$ cat config.mk
export PLATFORM = sky130hd
export DESIGN_NAME = iex_core
export DESIGN_NICKNAME = d
export VERILOG_FILES = /design/src/iex_core.v /design/src/iex_alu.v
export VERILOG_INCLUDE_DIRS = /design/src
export SDC_FILE = /design/constraint.sdc
export NUM_CORES = 1
export LEC_CHECK = 0
export BUFFER_PORTS_ARGS = -buffer_cell sky130_fd_sc_hd__buf_2
export CORE_ASPECT_RATIO = 1.75
export CORE_MARGIN = 10
export CORE_UTILIZATION = 30
export CTS_CLUSTER_SIZE = 25
export DETAILED_ROUTE_END_ITERATION = 8
export PLACE_DENSITY = 0.46
export SLEW_MARGIN = 0
export SYNTH_ARGS = -nofsm -noshare
export SYNTH_HDL_FRONTEND = slang
export SYNTH_SLANG_ARGS = --single-unit
export TNS_END_PERCENT = 100
$ cat constraint.sdc
create_clock -name clk -period 4.4 [get_ports clk]
set_input_delay 0.44 -clock clk [delete_from_list [all_inputs] [get_ports clk]]
set_output_delay 0.44 -clock clk [all_outputs]
set_load 0.05 [all_outputs]
$ cat src/iex_regs.vh
`ifndef IEX_REGS_VH
`define IEX_REGS_VH
// Wishbone byte offsets
`define IEX_ADR_CTRL 8'h00
`define IEX_ADR_WREG 8'h04
`define IEX_ADR_STAT 8'h08
`define IEX_ADR_BANK 8'h0C
`define IEX_ADR_PC 8'h10
`define IEX_ADR_INFO 8'h14
// Control fields
`define IEX_CTRL_RUN 0
`define IEX_CTRL_EXT 1
`define IEX_CTRL_RST 2'h0
// Status flag positions
`define IEX_ST_C 0
`define IEX_ST_DC 1
`define IEX_ST_Z 2
`define IEX_ST_OV 3
`define IEX_ST_N 4
`define IEX_STAT_RST 5'h00
// Info fields
`define IEX_INFO_ILL 0
// Opcode patterns
`define IEX_OP_ADDC 6'h08
`define IEX_OP_ANDF 6'h05
`define IEX_OP_ANDL 8'h0B
`define IEX_OP_BCLR 4'h9
`define IEX_OP_BRC 8'hE2
`define IEX_OP_BRN 8'hE6
// Addressing
`define IEX_IDX_LIMIT 8'h5F
`define IEX_ACC_SPLIT 8'h60
`define IEX_ACC_HIGH 4'hF
// Operation select, one-hot
`define IEX_SEL_ADDC 6'h01
`define IEX_SEL_ANDF 6'h02
`define IEX_SEL_ANDL 6'h04
`define IEX_SEL_BCLR 6'h08
`define IEX_SEL_BRC 6'h10
`define IEX_SEL_BRN 6'h20
`endif

$ cat src/iex_core.v
`timescale 1ns/10ps
`default_nettype none
`include "iex_regs.vh"
module iex_core #(
   parameter PCW = 21
) (
   input wire clk,
   input wire arst_n,
   input wire wb_cyc_i,
   input wire wb_stb_i,
   input wire wb_we_i,
   input wire [7:0] wb_adr_i,
   input wire [3:0] wb_sel_i,
   input wire [31:0] wb_dat_i,
   output reg [31:0] wb_dat_o,
   output reg wb_ack_o,
   input wire [15:0] instr_i,
   input wire [11:0] idx_base_i,
   input wire [7:0] dm_rdata_i,
   output reg [PCW-1:0] pc_o,
   output reg [3:0] phase_o,
   output reg [11:0] dm_addr_o,
   output reg dm_rd_o,
   output reg dm_wr_o,
   output reg [7:0] dm_wdata_o
);
   localparam [3:0] PH_Q1 = 4'h1;
   localparam [3:0] PH_Q2 = 4'h2;
   localparam [3:0] PH_Q3 = 4'h4;
   localparam [3:0] PH_Q4 = 4'h8;

   reg [3:0] phase_q;
   reg [1:0] ctrl_q;
   reg [7:0] w_q;
   reg [4:0] stat_q;
   reg [3:0] bank_q;
   reg ill_q;
   reg [15:0] ir_q;
   reg [5:0] op_q;
   reg [7:0] res_q;
   reg [4:0] flag_new_q;
   reg take_q;
   reg flush_q;
   reg [5:0] dec_d;
   reg [11:0] addr_d;
   reg rd_need_d;
   reg [31:0] rdat_d;
   wire [7:0] alu_res;
   wire [4:0] alu_flags;
   wire bus_req;
   wire bus_wr;
   wire advance;
   wire [PCW-1:0] pc_inc;
   wire [PCW-1:0] pc_jump;
   wire dest_file;
   wire writes_acc;
   wire writes_file;
   wire updates_flags;
   wire [PCW-1:0] br_ofs;

   assign bus_req = wb_cyc_i & wb_stb_i;
   // Write commits on the acknowledged edge only
   assign bus_wr = bus_req & wb_we_i & wb_ack_o & wb_sel_i[0];
   // Stops only at an instruction boundary
   assign advance = ctrl_q[`IEX_CTRL_RUN] | (phase_q != PH_Q1);
   assign pc_inc = pc_o + {{(PCW-2){1'b0}}, 2'b10};
   // target is PC + 2 + 2n
   assign br_ofs = {{(PCW-9){ir_q[7]}}, ir_q[7:0], 1'b0};
   assign pc_jump = pc_o + br_ofs;
   // destination bit picks W or file
   assign dest_file = ir_q[9];
   // and result back to same file
   assign writes_file = ((op_q == `IEX_SEL_ADDC) | (op_q == `IEX_SEL_ANDF)) & dest_file
                        | (op_q == `IEX_SEL_BCLR);
   assign writes_acc = ((op_q == `IEX_SEL_ADDC) | (op_q == `IEX_SEL_ANDF)) & ~dest_file
                       | (op_q == `IEX_SEL_ANDL);
   // only flag ops update
   // Idle and illegal slots keep STATUS, so a stale Q3 copy never lands
   assign updates_flags = (op_q == `IEX_SEL_ADDC) | (op_q == `IEX_SEL_ANDF) | (op_q == `IEX_SEL_ANDL);

   iex_alu u_alu (
      .op_sel(op_q),
      .acc(w_q),
      .opnd(dm_rdata_i),
      .lit(ir_q[7:0]),
      .bit_sel(ir_q[11:9]),
      .flags_in(stat_q),
      .result(alu_res),
      .flags_out(alu_flags)
   );

   always @* begin
      dec_d = 6'h00;
      if (instr_i[15:10] == `IEX_OP_ADDC) begin
         dec_d = `IEX_SEL_ADDC;
      end else if (instr_i[15:10] == `IEX_OP_ANDF) begin
         dec_d = `IEX_SEL_ANDF;
      end else if (instr_i[15:8] == `IEX_OP_ANDL) begin
         dec_d = `IEX_SEL_ANDL;
      end else if (instr_i[15:12] == `IEX_OP_BCLR) begin
         dec_d = `IEX_SEL_BCLR;
      end else if (instr_i[15:8] == `IEX_OP_BRC) begin
         dec_d = `IEX_SEL_BRC;
      end else if (instr_i[15:8] == `IEX_OP_BRN) begin
         dec_d = `IEX_SEL_BRN;
      end
      rd_need_d = (dec_d == `IEX_SEL_ADDC) | (dec_d == `IEX_SEL_ANDF) | (dec_d == `IEX_SEL_BCLR);
   end

   always @* begin
      addr_d = {4'h0, instr_i[7:0]};
      if (instr_i[8]) begin
         addr_d = {bank_q, instr_i[7:0]};
      end else if (ctrl_q[`IEX_CTRL_EXT] && (instr_i[7:0] <= `IEX_IDX_LIMIT)) begin
         addr_d = idx_base_i + {4'h0, instr_i[7:0]};
      end else if (instr_i[7:0] >= `IEX_ACC_SPLIT) begin
         addr_d = {`IEX_ACC_HIGH, instr_i[7:0]};
      end
   end

   always @* begin
      rdat_d = 32'h0000_0000;
      case (wb_adr_i)
         `IEX_ADR_CTRL: begin
            rdat_d[1:0] = ctrl_q;
         end
         `IEX_ADR_WREG: begin
            rdat_d[7:0] = w_q;
         end
         `IEX_ADR_STAT: begin
            rdat_d[4:0] = stat_q;
         end
         `IEX_ADR_BANK: begin
            rdat_d[3:0] = bank_q;
         end
         `IEX_ADR_PC: begin
            rdat_d[PCW-1:0] = pc_o;
         end
         `IEX_ADR_INFO: begin
            rdat_d[`IEX_INFO_ILL] = ill_q;
            rdat_d[7:4] = phase_q;
         end
         default: begin
            rdat_d = 32'h0000_0000;
         end
      endcase
   end

   // Bus slave, one wait state
   always @(posedge clk or negedge arst_n) begin
      if (!arst_n) begin
         wb_ack_o <= 1'b0;
         wb_dat_o <= 32'h0000_0000;
      end else begin
         wb_ack_o <= bus_req & ~wb_ack_o;
         if (bus_req & ~wb_ack_o) begin
            wb_dat_o <= rdat_d;
         end else begin
            wb_dat_o <= 32'h0000_0000;
         end
      end
   end

   // Phase sequencer
   always @(posedge clk or negedge arst_n) begin
      if (!arst_n) begin
         phase_q <= PH_Q1;
         phase_o <= PH_Q1;
      end else if (advance) begin
         case (phase_q)
            PH_Q1: begin
               phase_q <= PH_Q2;
               phase_o <= PH_Q2;
            end
            PH_Q2: begin
               phase_q <= PH_Q3;
               phase_o <= PH_Q3;
            end
            PH_Q3: begin
               phase_q <= PH_Q4;
               phase_o <= PH_Q4;
            end
            PH_Q4: begin
               phase_q <= PH_Q1;
               phase_o <= PH_Q1;
            end
            default: begin
               phase_q <= PH_Q1;
               phase_o <= PH_Q1;
            end
         endcase
      end
   end

   // Execution datapath
   always @(posedge clk or negedge arst_n) begin
      if (!arst_n) begin
         ctrl_q <= `IEX_CTRL_RST;
         w_q <= 8'h00;
         stat_q <= `IEX_STAT_RST;
         bank_q <= 4'h0;
         ill_q <= 1'b0;
         pc_o <= {PCW{1'b0}};
         ir_q <= 16'h0000;
         op_q <= 6'h00;
         res_q <= 8'h00;
         flag_new_q <= `IEX_STAT_RST;
         take_q <= 1'b0;
         flush_q <= 1'b0;
         dm_addr_o <= 12'h000;
         dm_rd_o <= 1'b0;
         dm_wr_o <= 1'b0;
         dm_wdata_o <= 8'h00;
      end else begin
         // Software writes; core updates below take precedence
         if (bus_wr) begin
            case (wb_adr_i)
               `IEX_ADR_CTRL: ctrl_q <= wb_dat_i[1:0];
               `IEX_ADR_WREG: w_q <= wb_dat_i[7:0];
               `IEX_ADR_STAT: stat_q <= wb_dat_i[4:0];
               `IEX_ADR_BANK: bank_q <= wb_dat_i[3:0];
               `IEX_ADR_PC: pc_o <= wb_dat_i[PCW-1:0];
               `IEX_ADR_INFO: begin
                  if (wb_dat_i[`IEX_INFO_ILL]) begin
                     ill_q <= 1'b0;
                  end
               end
               default: begin
                  ctrl_q <= ctrl_q;
               end
            endcase
         end
         if (advance) begin
            case (phase_q)
               PH_Q1: begin
                  if (flush_q) begin
                     // Word on instr_i ignored, PC held
                     // second branch cycle idles
                     flush_q <= 1'b0;
                     op_q <= 6'h00;
                     dm_rd_o <= 1'b0;
                  end else begin
                     ir_q <= instr_i;
                     op_q <= dec_d;
                     pc_o <= pc_inc;
                     dm_addr_o <= addr_d;
                     dm_rd_o <= rd_need_d;
                     // Set wins over a same-cycle clear
                     if (dec_d == 6'h00) begin
                        ill_q <= 1'b1;
                     end
                  end
               end
               PH_Q2: begin
                  dm_rd_o <= 1'b0;
               end
               PH_Q3: begin
                  res_q <= alu_res;
                  flag_new_q <= alu_flags;
                  // Flags as they stand in Q3 decide
                  // carry and negative branch conditions
                  take_q <= ((op_q == `IEX_SEL_BRC) & stat_q[`IEX_ST_C])
                            | ((op_q == `IEX_SEL_BRN) & stat_q[`IEX_ST_N]);
                  dm_wr_o <= writes_file;
                  dm_wdata_o <= alu_res;
               end
               PH_Q4: begin
                  dm_wr_o <= 1'b0;
                  take_q <= 1'b0;
                  if (writes_acc) begin
                     w_q <= res_q;
                  end
                  if (updates_flags) begin
                     stat_q <= flag_new_q;
                  end
                  if (take_q) begin
                     pc_o <= pc_jump;
                     flush_q <= 1'b1;
                  end
               end
               default: begin
                  dm_rd_o <= 1'b0;
                  dm_wr_o <= 1'b0;
               end
            endcase
         end
      end
   end
endmodule // iex_core
`default_nettype wire

$ cat src/iex_alu.v
`timescale 1ns/10ps
`default_nettype none
`include "iex_regs.vh"
module iex_alu (
   input wire [5:0] op_sel,
   input wire [7:0] acc,
   input wire [7:0] opnd,
   input wire [7:0] lit,
   input wire [2:0] bit_sel,
   input wire [4:0] flags_in,
   output reg [7:0] result,
   output reg [4:0] flags_out
);
   reg [8:0] sum;
   reg [4:0] low;
   always @* begin
      sum = {1'b0, acc} + {1'b0, opnd} + {8'h00, flags_in[`IEX_ST_C]};
      low = {1'b0, acc[3:0]} + {1'b0, opnd[3:0]} + {4'h0, flags_in[`IEX_ST_C]};
      result = 8'h00;
      flags_out = flags_in;
      case (op_sel)
         `IEX_SEL_ADDC: begin
            result = sum[7:0];
            flags_out[`IEX_ST_C] = sum[8];
            flags_out[`IEX_ST_DC] = low[4];
            flags_out[`IEX_ST_OV] = (acc[7] == opnd[7]) && (sum[7] != acc[7]);
            flags_out[`IEX_ST_N] = sum[7];
            flags_out[`IEX_ST_Z] = (sum[7:0] == 8'h00);
         end
         `IEX_SEL_ANDF: begin
            result = acc & opnd;
            flags_out[`IEX_ST_N] = result[7];
            flags_out[`IEX_ST_Z] = (result == 8'h00);
         end
         `IEX_SEL_ANDL: begin
            result = acc & lit;
            flags_out[`IEX_ST_N] = result[7];
            flags_out[`IEX_ST_Z] = (result == 8'h00);
         end
         `IEX_SEL_BCLR: begin
            result = opnd & ~(8'h01 << bit_sel);
         end
         default: begin
            result = 8'h00;
         end
      endcase
   end
endmodule // iex_alu
`default_nettype wire

==> results.txt, run 1 <==
Result of the run: completed
Total negative setup slack: 0 ns
Instance count after placement with tap cells included: 1319
Initial antenna violation count: 0
Worst reg2reg path startpoint: pc_o[1]$_DFF_PN0_
Kind of path behind the tightest hold check: in2async
Setup Crit Path Kind: reg2reg
Count of nets left with antenna violations after detail routing: 0
GPL Wtd Cong: 0.913
Lkg Pwr: 4.40 nW
Number of core rows: 78
Clock edge transition at the registers on the reported setup and hold paths: 0.06 ns
Pwr dens: 340 nW/µm²
Launching element type of the critical path: register
Max-cap violations: 0
Number of remaining DRC errors: 0
Worst IR Drop VDD: 319 µV
Depth of the most critical reg-to-reg path: 9
Routed vias/inst: 5.60
Antenna diodes: 0
WP data required: 4.69 ns
Number of standard cells after synthesis: 897
Largest net degree at the start of global routing: 59
Area growth from synthesis to final layout: 19.7%
Routed len/inst: 22.9 µm
Part of the cycle the worst path needs: 66.3%
Worst-case clock skew: 0.00922 ns
Max-slew headroom at the worst pin: 36.7%
Detailed Routing Iterations Pass 1: 7
PnR Total Power: 0.00322 W
Ranking of synthesized cells by instance count: sky130_fd_sc_hd__nand2_1, sky130_fd_sc_hd__dfrtp_1, sky130_fd_sc_hd__o21ai_0, sky130_fd_sc_hd__a21oi_1, sky130_fd_sc_hd__nor2_1
Area share of the largest cell type after synthesis: 35.4%
TritonCTS Buffers: 17
Die Width: 143 µm
Unrepaired setup endpoints after global routing: false
Total cell area at the placement stage: 8830 µm²
Share of the yosys chip area belonging to registers: 35.8%
Top cells by area in the synthesized netlist: sky130_fd_sc_hd__dfrtp_1, sky130_fd_sc_hd__ha_1, sky130_fd_sc_hd__nand2_1
TritonCTS clock tree: done
Share of cells above drive strength 1: 20.6%
Sum of overflow across all layers after global routing: 0
Total routing resource utilization after global routing: 18.6%
Net count, final: 1143
Die ar.: 33500 µm²
Die Ht: 235 µm
Syn_area_per_cell: 8.82 µm²
Netlist Area Pre-Place: 7910 µm²
Achievable Freq: 343 MHz
Number of sinks driven by the clock tree: 113
Area of the core region: 26000 µm²
Final hold violation count: 0
Clock insertion delay at the later pin of the skew report: 0.44 ns
Number of flops mapped to enable cells by yosys: 0
Worst-path fanout max: 8
Vias in the first global route: 7951
Port buffer count: 139
Distinct cell type count of the synthesized netlist: 83
Setup slack of the most critical reg-to-reg path: 1.48 ns
Clk root buf: sky130_fd_sc_hd__clkbuf_16
Cell type with the highest aggregate area in the netlist: sky130_fd_sc_hd__dfrtp_1
Worst endpoint data arrival time: 3.21 ns
Number of primary I/O pins: 165
First-pass GRT wire length: 47400 µm
Routed vias: 7561
Number of hold buffers added after CTS: 0
Time the worst path needs with I/O delays and setup: 2.92 ns
Post-route design area: 9470 µm²
Fin Hold WS: 0.0759 ns
Async set-or-reset flop fraction in the synthesized netlist: 100%
Post-CTS setup buffers: 0
Synth warn: 0
Final Non-Filler Cells: 1351
Synthesized flop and latch total: 113
# H-tree levels: 4
Final count of pins violating max slew: 0
Critical Path Sink Type: register
Iteration-0 DRC Markers: 496
Transition at the pin with the smallest max-transition slack: 0.947 ns
Number of cells upsized or downsized after cts: 0
Top FF cell, synth: sky130_fd_sc_hd__dfrtp_1
Clock buffer depth: 2
Endpoint of the worst register-to-register path: pc_o[15]$_DFF_PN0_
Initial core utilization: 30.5%
Most frequently used cell type in the post-synthesis netlist: sky130_fd_sc_hd__nand2_1
Dpl hpwl: 23900 µm
Final setup violation count: 0
Final Routed Wirelength: 30900 µm
flip-flops by register name, summed over array words and instances, names as in the netlist, 6 cells and up:
| signal | flops |
|---|---|
| op_q | 6 |
| pc_o | 21 |
| ir_q | 11 |
| res_q | 8 |
| wb_dat_o | 21 |
| w_q | 8 |
| dm_addr_o | 12 |
worst max-delay path: stages, from the launching register on:
cell                       delay (ns)
sky130_fd_sc_hd__dfrtp_1         0.51
sky130_fd_sc_hd__ha_1            0.27
sky130_fd_sc_hd__inv_1           0.07
sky130_fd_sc_hd__fa_1            0.38
sky130_fd_sc_hd__nand2b_1        0.22
sky130_fd_sc_hd__a21oi_1         0.33
sky130_fd_sc_hd__a211oi_1        0.15
sky130_fd_sc_hd__o21ai_0         0.57
sky130_fd_sc_hd__xnor2_1         0.18
sky130_fd_sc_hd__o21ai_0         0.09
metrics by stage:
step                      util, %  worst slack [ns]
after detailed placement     34.0              1.49
after global placement       34.0              1.52
after CTS                    36.5              1.47
after floorplan                 -              1.71
final                        36.5              1.48
after global routing         36.5              1.27
where the power goes:
| group | total, W | internal, W | switching (W) |
|---|---|---|---|
| Sequential | 0.00112 | 0.00106 | 0.0000539 |
| Combinational | 0.000571 | 0.000206 | 0.000365 |
| Clock | 0.00153 | 0.000980 | 0.000552 |
layout make-up:
type / instances / area, µm²
clock buffer: 20 / 457
clock inverter: 12 / 180
fill: 2774 / 16500
inverter: 20 / 75.1
multi-input combinational: 719 / 4770
sequential: 113 / 2830
tap: 320 / 400
timing repair buffer: 147 / 758
routing by layer:
layer / track usage (%) / routed length [µm] / vias up
li1: - / - / 3554
met1: 18.7 / 11200 / 3766
met2: 35.2 / 17300 / 189
met3: 3.35 / 1110 / 52
met4: 8.99 / 1300 / 0
met5: 0 / 0 / -
layout by cell type (no fill, tap or decap), types with 14 or more instances in the layout:
cell / synthesis / final
sky130_fd_sc_hd__a211oi_1: 15 / 15
sky130_fd_sc_hd__a21oi_1: 54 / 54
sky130_fd_sc_hd__and3_1: 26 / 26
sky130_fd_sc_hd__buf_2: 13 / 138
sky130_fd_sc_hd__clkbuf_16: 0 / 17
sky130_fd_sc_hd__dfrtp_1: 112 / 112
sky130_fd_sc_hd__ha_1: 36 / 36
sky130_fd_sc_hd__inv_1: 19 / 19
sky130_fd_sc_hd__mux2i_1: 33 / 33
sky130_fd_sc_hd__nand2_1: 120 / 120
sky130_fd_sc_hd__nand3_1: 27 / 27
sky130_fd_sc_hd__nand4_1: 14 / 14
sky130_fd_sc_hd__nor2_1: 54 / 54
sky130_fd_sc_hd__nor3_1: 19 / 19
sky130_fd_sc_hd__o21ai_0: 62 / 62
sky130_fd_sc_hd__xnor2_1: 21 / 21
sky130_fd_sc_hd__xor2_1: 15 / 15
cells by family after synthesis:
logic type | Yosys count | share of synthesized area (%)
flops | 113 | 35.8
buf+inv | 75 | 4.52
mux | 45 | 5.88
fa+ha+maj | 40 | 6.71
compound gates | 256 | 21.8
xor+xnor | 36 | 3.99
other cells | 1 | 0.0474
simple gates | 331 | 21.3
worst max path at each step:
stage                           start                  to  slack (ns)
detailed placement  pc_o[1]$_DFF_PN0_  pc_o[15]$_DFF_PN0_        1.49
floorplan           pc_o[1]$_DFF_PN0_  pc_o[17]$_DFF_PN0_        1.71
global placement    pc_o[1]$_DFF_PN0_  pc_o[19]$_DFF_PN0_        1.52
finish              pc_o[1]$_DFF_PN0_  pc_o[15]$_DFF_PN0_        1.48
CTS                 pc_o[1]$_DFF_PN0_  pc_o[15]$_DFF_PN0_        1.47
global route        pc_o[1]$_DFF_PN0_  pc_o[15]$_DFF_PN0_        1.27
Power figures use the tool's default switching activity.
==> run 2: changes to the inputs <==
- PLACE_DENSITY: 0.46 -> 0.48
- clock period: 4.4 -> 2.45 ns (I/O delays scaled with it)
==> results.txt, run 2 (synthesized netlist as in run 1, its figures left out) <==
Result of the run: completed
Final setup violation count: 0
TritonCTS clock tree: done
Setup slack of the most critical reg-to-reg path: 0.07 ns
Iteration-0 DRC Markers: 466
Slowest cell on the critical path: sky130_fd_sc_hd__fa_1
Max-slew headroom at the worst pin: 60.9%
Count of nets left with antenna violations after detail routing: 0
Net switching power: 0.00178 W
Sequential power share: 35.3%
Kind of path behind the tightest hold check: in2reg
Achievable Freq: 420 MHz
TritonCTS Buffers: 17
Final Routed Wirelength: 32900 µm
Routed vias/inst: 5.43
Total routing resource utilization after global routing: 19.7%
Total negative setup slack: 0 ns
Routed vias: 7922
Die Width: 143 µm
Detailed Routing Iterations Pass 1: 6
Post-CTS setup buffers: 0
Top cell family by delay on the critical path: compound AO/OA/AOI/OAI gates
Worst IR Drop VDD: 510 µV
Die ar.: 33500 µm²
Power Internal: 0.00380 W
Dpl hpwl: 26600 µm
Setup Crit Path Kind: reg2reg
Routed len/inst: 22.5 µm
Final hold violation count: 0
# H-tree levels: 4
Number of primary I/O pins: 165
Clock insertion delay at the later pin of the skew report: 0.44 ns
DP Worst Slack: -0.171 ns
Most used cells in the layout excluding fill and tap cells: sky130_fd_sc_hd__buf_2, sky130_fd_sc_hd__nand2_1, sky130_fd_sc_hd__buf_4
Area of the core region: 26000 µm²
Chain of cells forming the critical path: fa_1 -> a211oi_2 -> o21bai_2 -> a211oi_2 -> a2111oi_4 -> a311o_1 -> a22o_1
Number of core rows: 78
Port buffer count: 139
Die Ht: 235 µm
Largest registers: pc_o (21), wb_dat_o (21), dm_addr_o (12)
Clk root buf: sky130_fd_sc_hd__clkbuf_16
Share of power burned in combinational logic: 21.7%
Crit path buf inv count: 0
Launching element type of the critical path: register
First-pass GRT wire length: 50200 µm
Clock edge transition at the registers on the reported setup and hold paths: 0.06 ns
Worst-case clock skew: 0.0141 ns
Net switching fraction of the power: 31.8%
Transition at the pin with the smallest max-transition slack: 0.585 ns
Largest net degree at the start of global routing: 39
Largest incremental delay on the critical path: 0.45 ns
WP data required: 2.78 ns
Initial core utilization: 30.5%
Share of cells above drive strength 1: 29.2%
Unrepaired setup endpoints after global routing: true
Pwr dens: 540 nW/µm²
Clock buffer depth: 2
Time the worst path needs with I/O delays and setup: 2.38 ns
Vias in the first global route: 8448
Min setup slack post-route: 0.0696 ns
Worst endpoint data arrival time: 2.71 ns
Critical Path Sink Type: register
Sum of overflow across all layers after global routing: 0
Most Frequent Cell on Critical Path: sky130_fd_sc_hd__a211oi_2
Initial antenna violation count: 3
Net count, final: 1250
Lkg Pwr: 4.87 nW
Number of remaining DRC errors: 0
Power share of the clock group: 43.0%
Max-cap violations: 0
Final count of pins violating max slew: 0
GPL Wtd Cong: 0.923
Worst-path fanout max: 3
Most common cell after layout, fill and taps aside: sky130_fd_sc_hd__buf_2
Area growth from synthesis to final layout: 30.7%
Number of sinks driven by the clock tree: 113
Part of the cycle the worst path needs: 97.2%
run 2: cell count changes in the layout (fill, tap and decap cells not counted), sizes merged, moves of 2 or more:
cell / before / now
bufinv: 4 / 1
diode: 0 / 3
inv: 22 / 20
clkinvlp: 2 / 4
buf: 147 / 253
clkinv: 4 / 7
run 2: per-stage QoR:
step | instance area (µm²) | util [%] | cells | hold slack, ns | total power (W)
floorplan | 7970 | - | 907 | -0.0506 | 0.00271
global placement | 9680 | 37.3 | 1425 | 0.278 | 0.00318
detailed placement | 9680 | 37.3 | 1425 | 0.284 | 0.00319
CTS | 10300 | 39.5 | 1457 | 0.0334 | 0.00560
global route | 10300 | 39.8 | 1460 | 0.0699 | 0.00582
finish | 10300 | 39.8 | 1460 | 0.0529 | 0.00558
run 2: worst register-to-register path, cell delays in order (launching register included):
cell,delay (ns)
sky130_fd_sc_hd__dfrtp_1,0.40
sky130_fd_sc_hd__fa_1,0.45
sky130_fd_sc_hd__a211oi_2,0.28
sky130_fd_sc_hd__o21bai_2,0.15
sky130_fd_sc_hd__a211oi_2,0.37
sky130_fd_sc_hd__a2111oi_4,0.10
sky130_fd_sc_hd__a311o_1,0.33
sky130_fd_sc_hd__a22o_1,0.19
run 2: power by group through the flow:
| stage | Clock (W) | Sequential (W) | Combinational [W] |
|---|---|---|---|
| final | 0.00240 | 0.00197 | 0.00121 |
| after global routing | 0.00252 | 0.00197 | 0.00132 |
| after floorplan | 0 | 0.00210 | 0.000617 |
| after detailed placement | 0 | 0.00200 | 0.00119 |
| after global placement | 0 | 0.00200 | 0.00118 |
| after CTS | 0.00244 | 0.00197 | 0.00120 |
run 2: final timing paths:
| kind | from | endpoint | depth (start not counted) |
|---|---|---|---|
| min in group asynchronous | arst_n | dm_addr_o[4]$_DFFE_PN0P_ | 2 |
| worst min-delay path | instr_i[9] | ir_q[9]$_DFFE_PN0P_ | 3 |
| worst min register to register | dm_addr_o[11]$_DFFE_PN0P_ | dm_addr_o[11]$_DFFE_PN0P_ | 2 |
| worst max register to register | stat_q[0]$_DFF_PN0_ | res_q[7]$_DFFE_PN0P_ | 7 |
| worst max-delay path | stat_q[0]$_DFF_PN0_ | res_q[7]$_DFFE_PN0P_ | 7 |
| max in group asynchronous | arst_n | wb_dat_o[4]$_DFF_PN0_ | 3 |
run 2: final cells by class:
class,count,area (µm²)
Sequential cell,113,2840
Multi-Input combinational cell,719,4860
Clock inverter,12,114
Timing Repair Buffer,254,1600
Clock buffer,19,443
Antenna cell,3,7.51
Inverter,20,75.1
Fill cell,2727,15600
Tap cell,320,400
run 2: what timing repair did:
action	in CTS	in global routing
hold endpoints to repair	35	0
setup endpoints to repair	3	8
pin swaps	0	3
resized for setup	4	15
hold buffers	1	0
run 2: per-layer routing:
| metal | wire, µm | up-vias | global-route usage [%] |
|---|---|---|---|
| li1 | - | 3770 | - |
| met1 | 11300 | 3876 | 18.8 |
| met2 | 18300 | 202 | 36.7 |
| met3 | 1180 | 74 | 3.63 |
| met4 | 2110 | 0 | 13.7 |
| met5 | 0 | - | 0 |
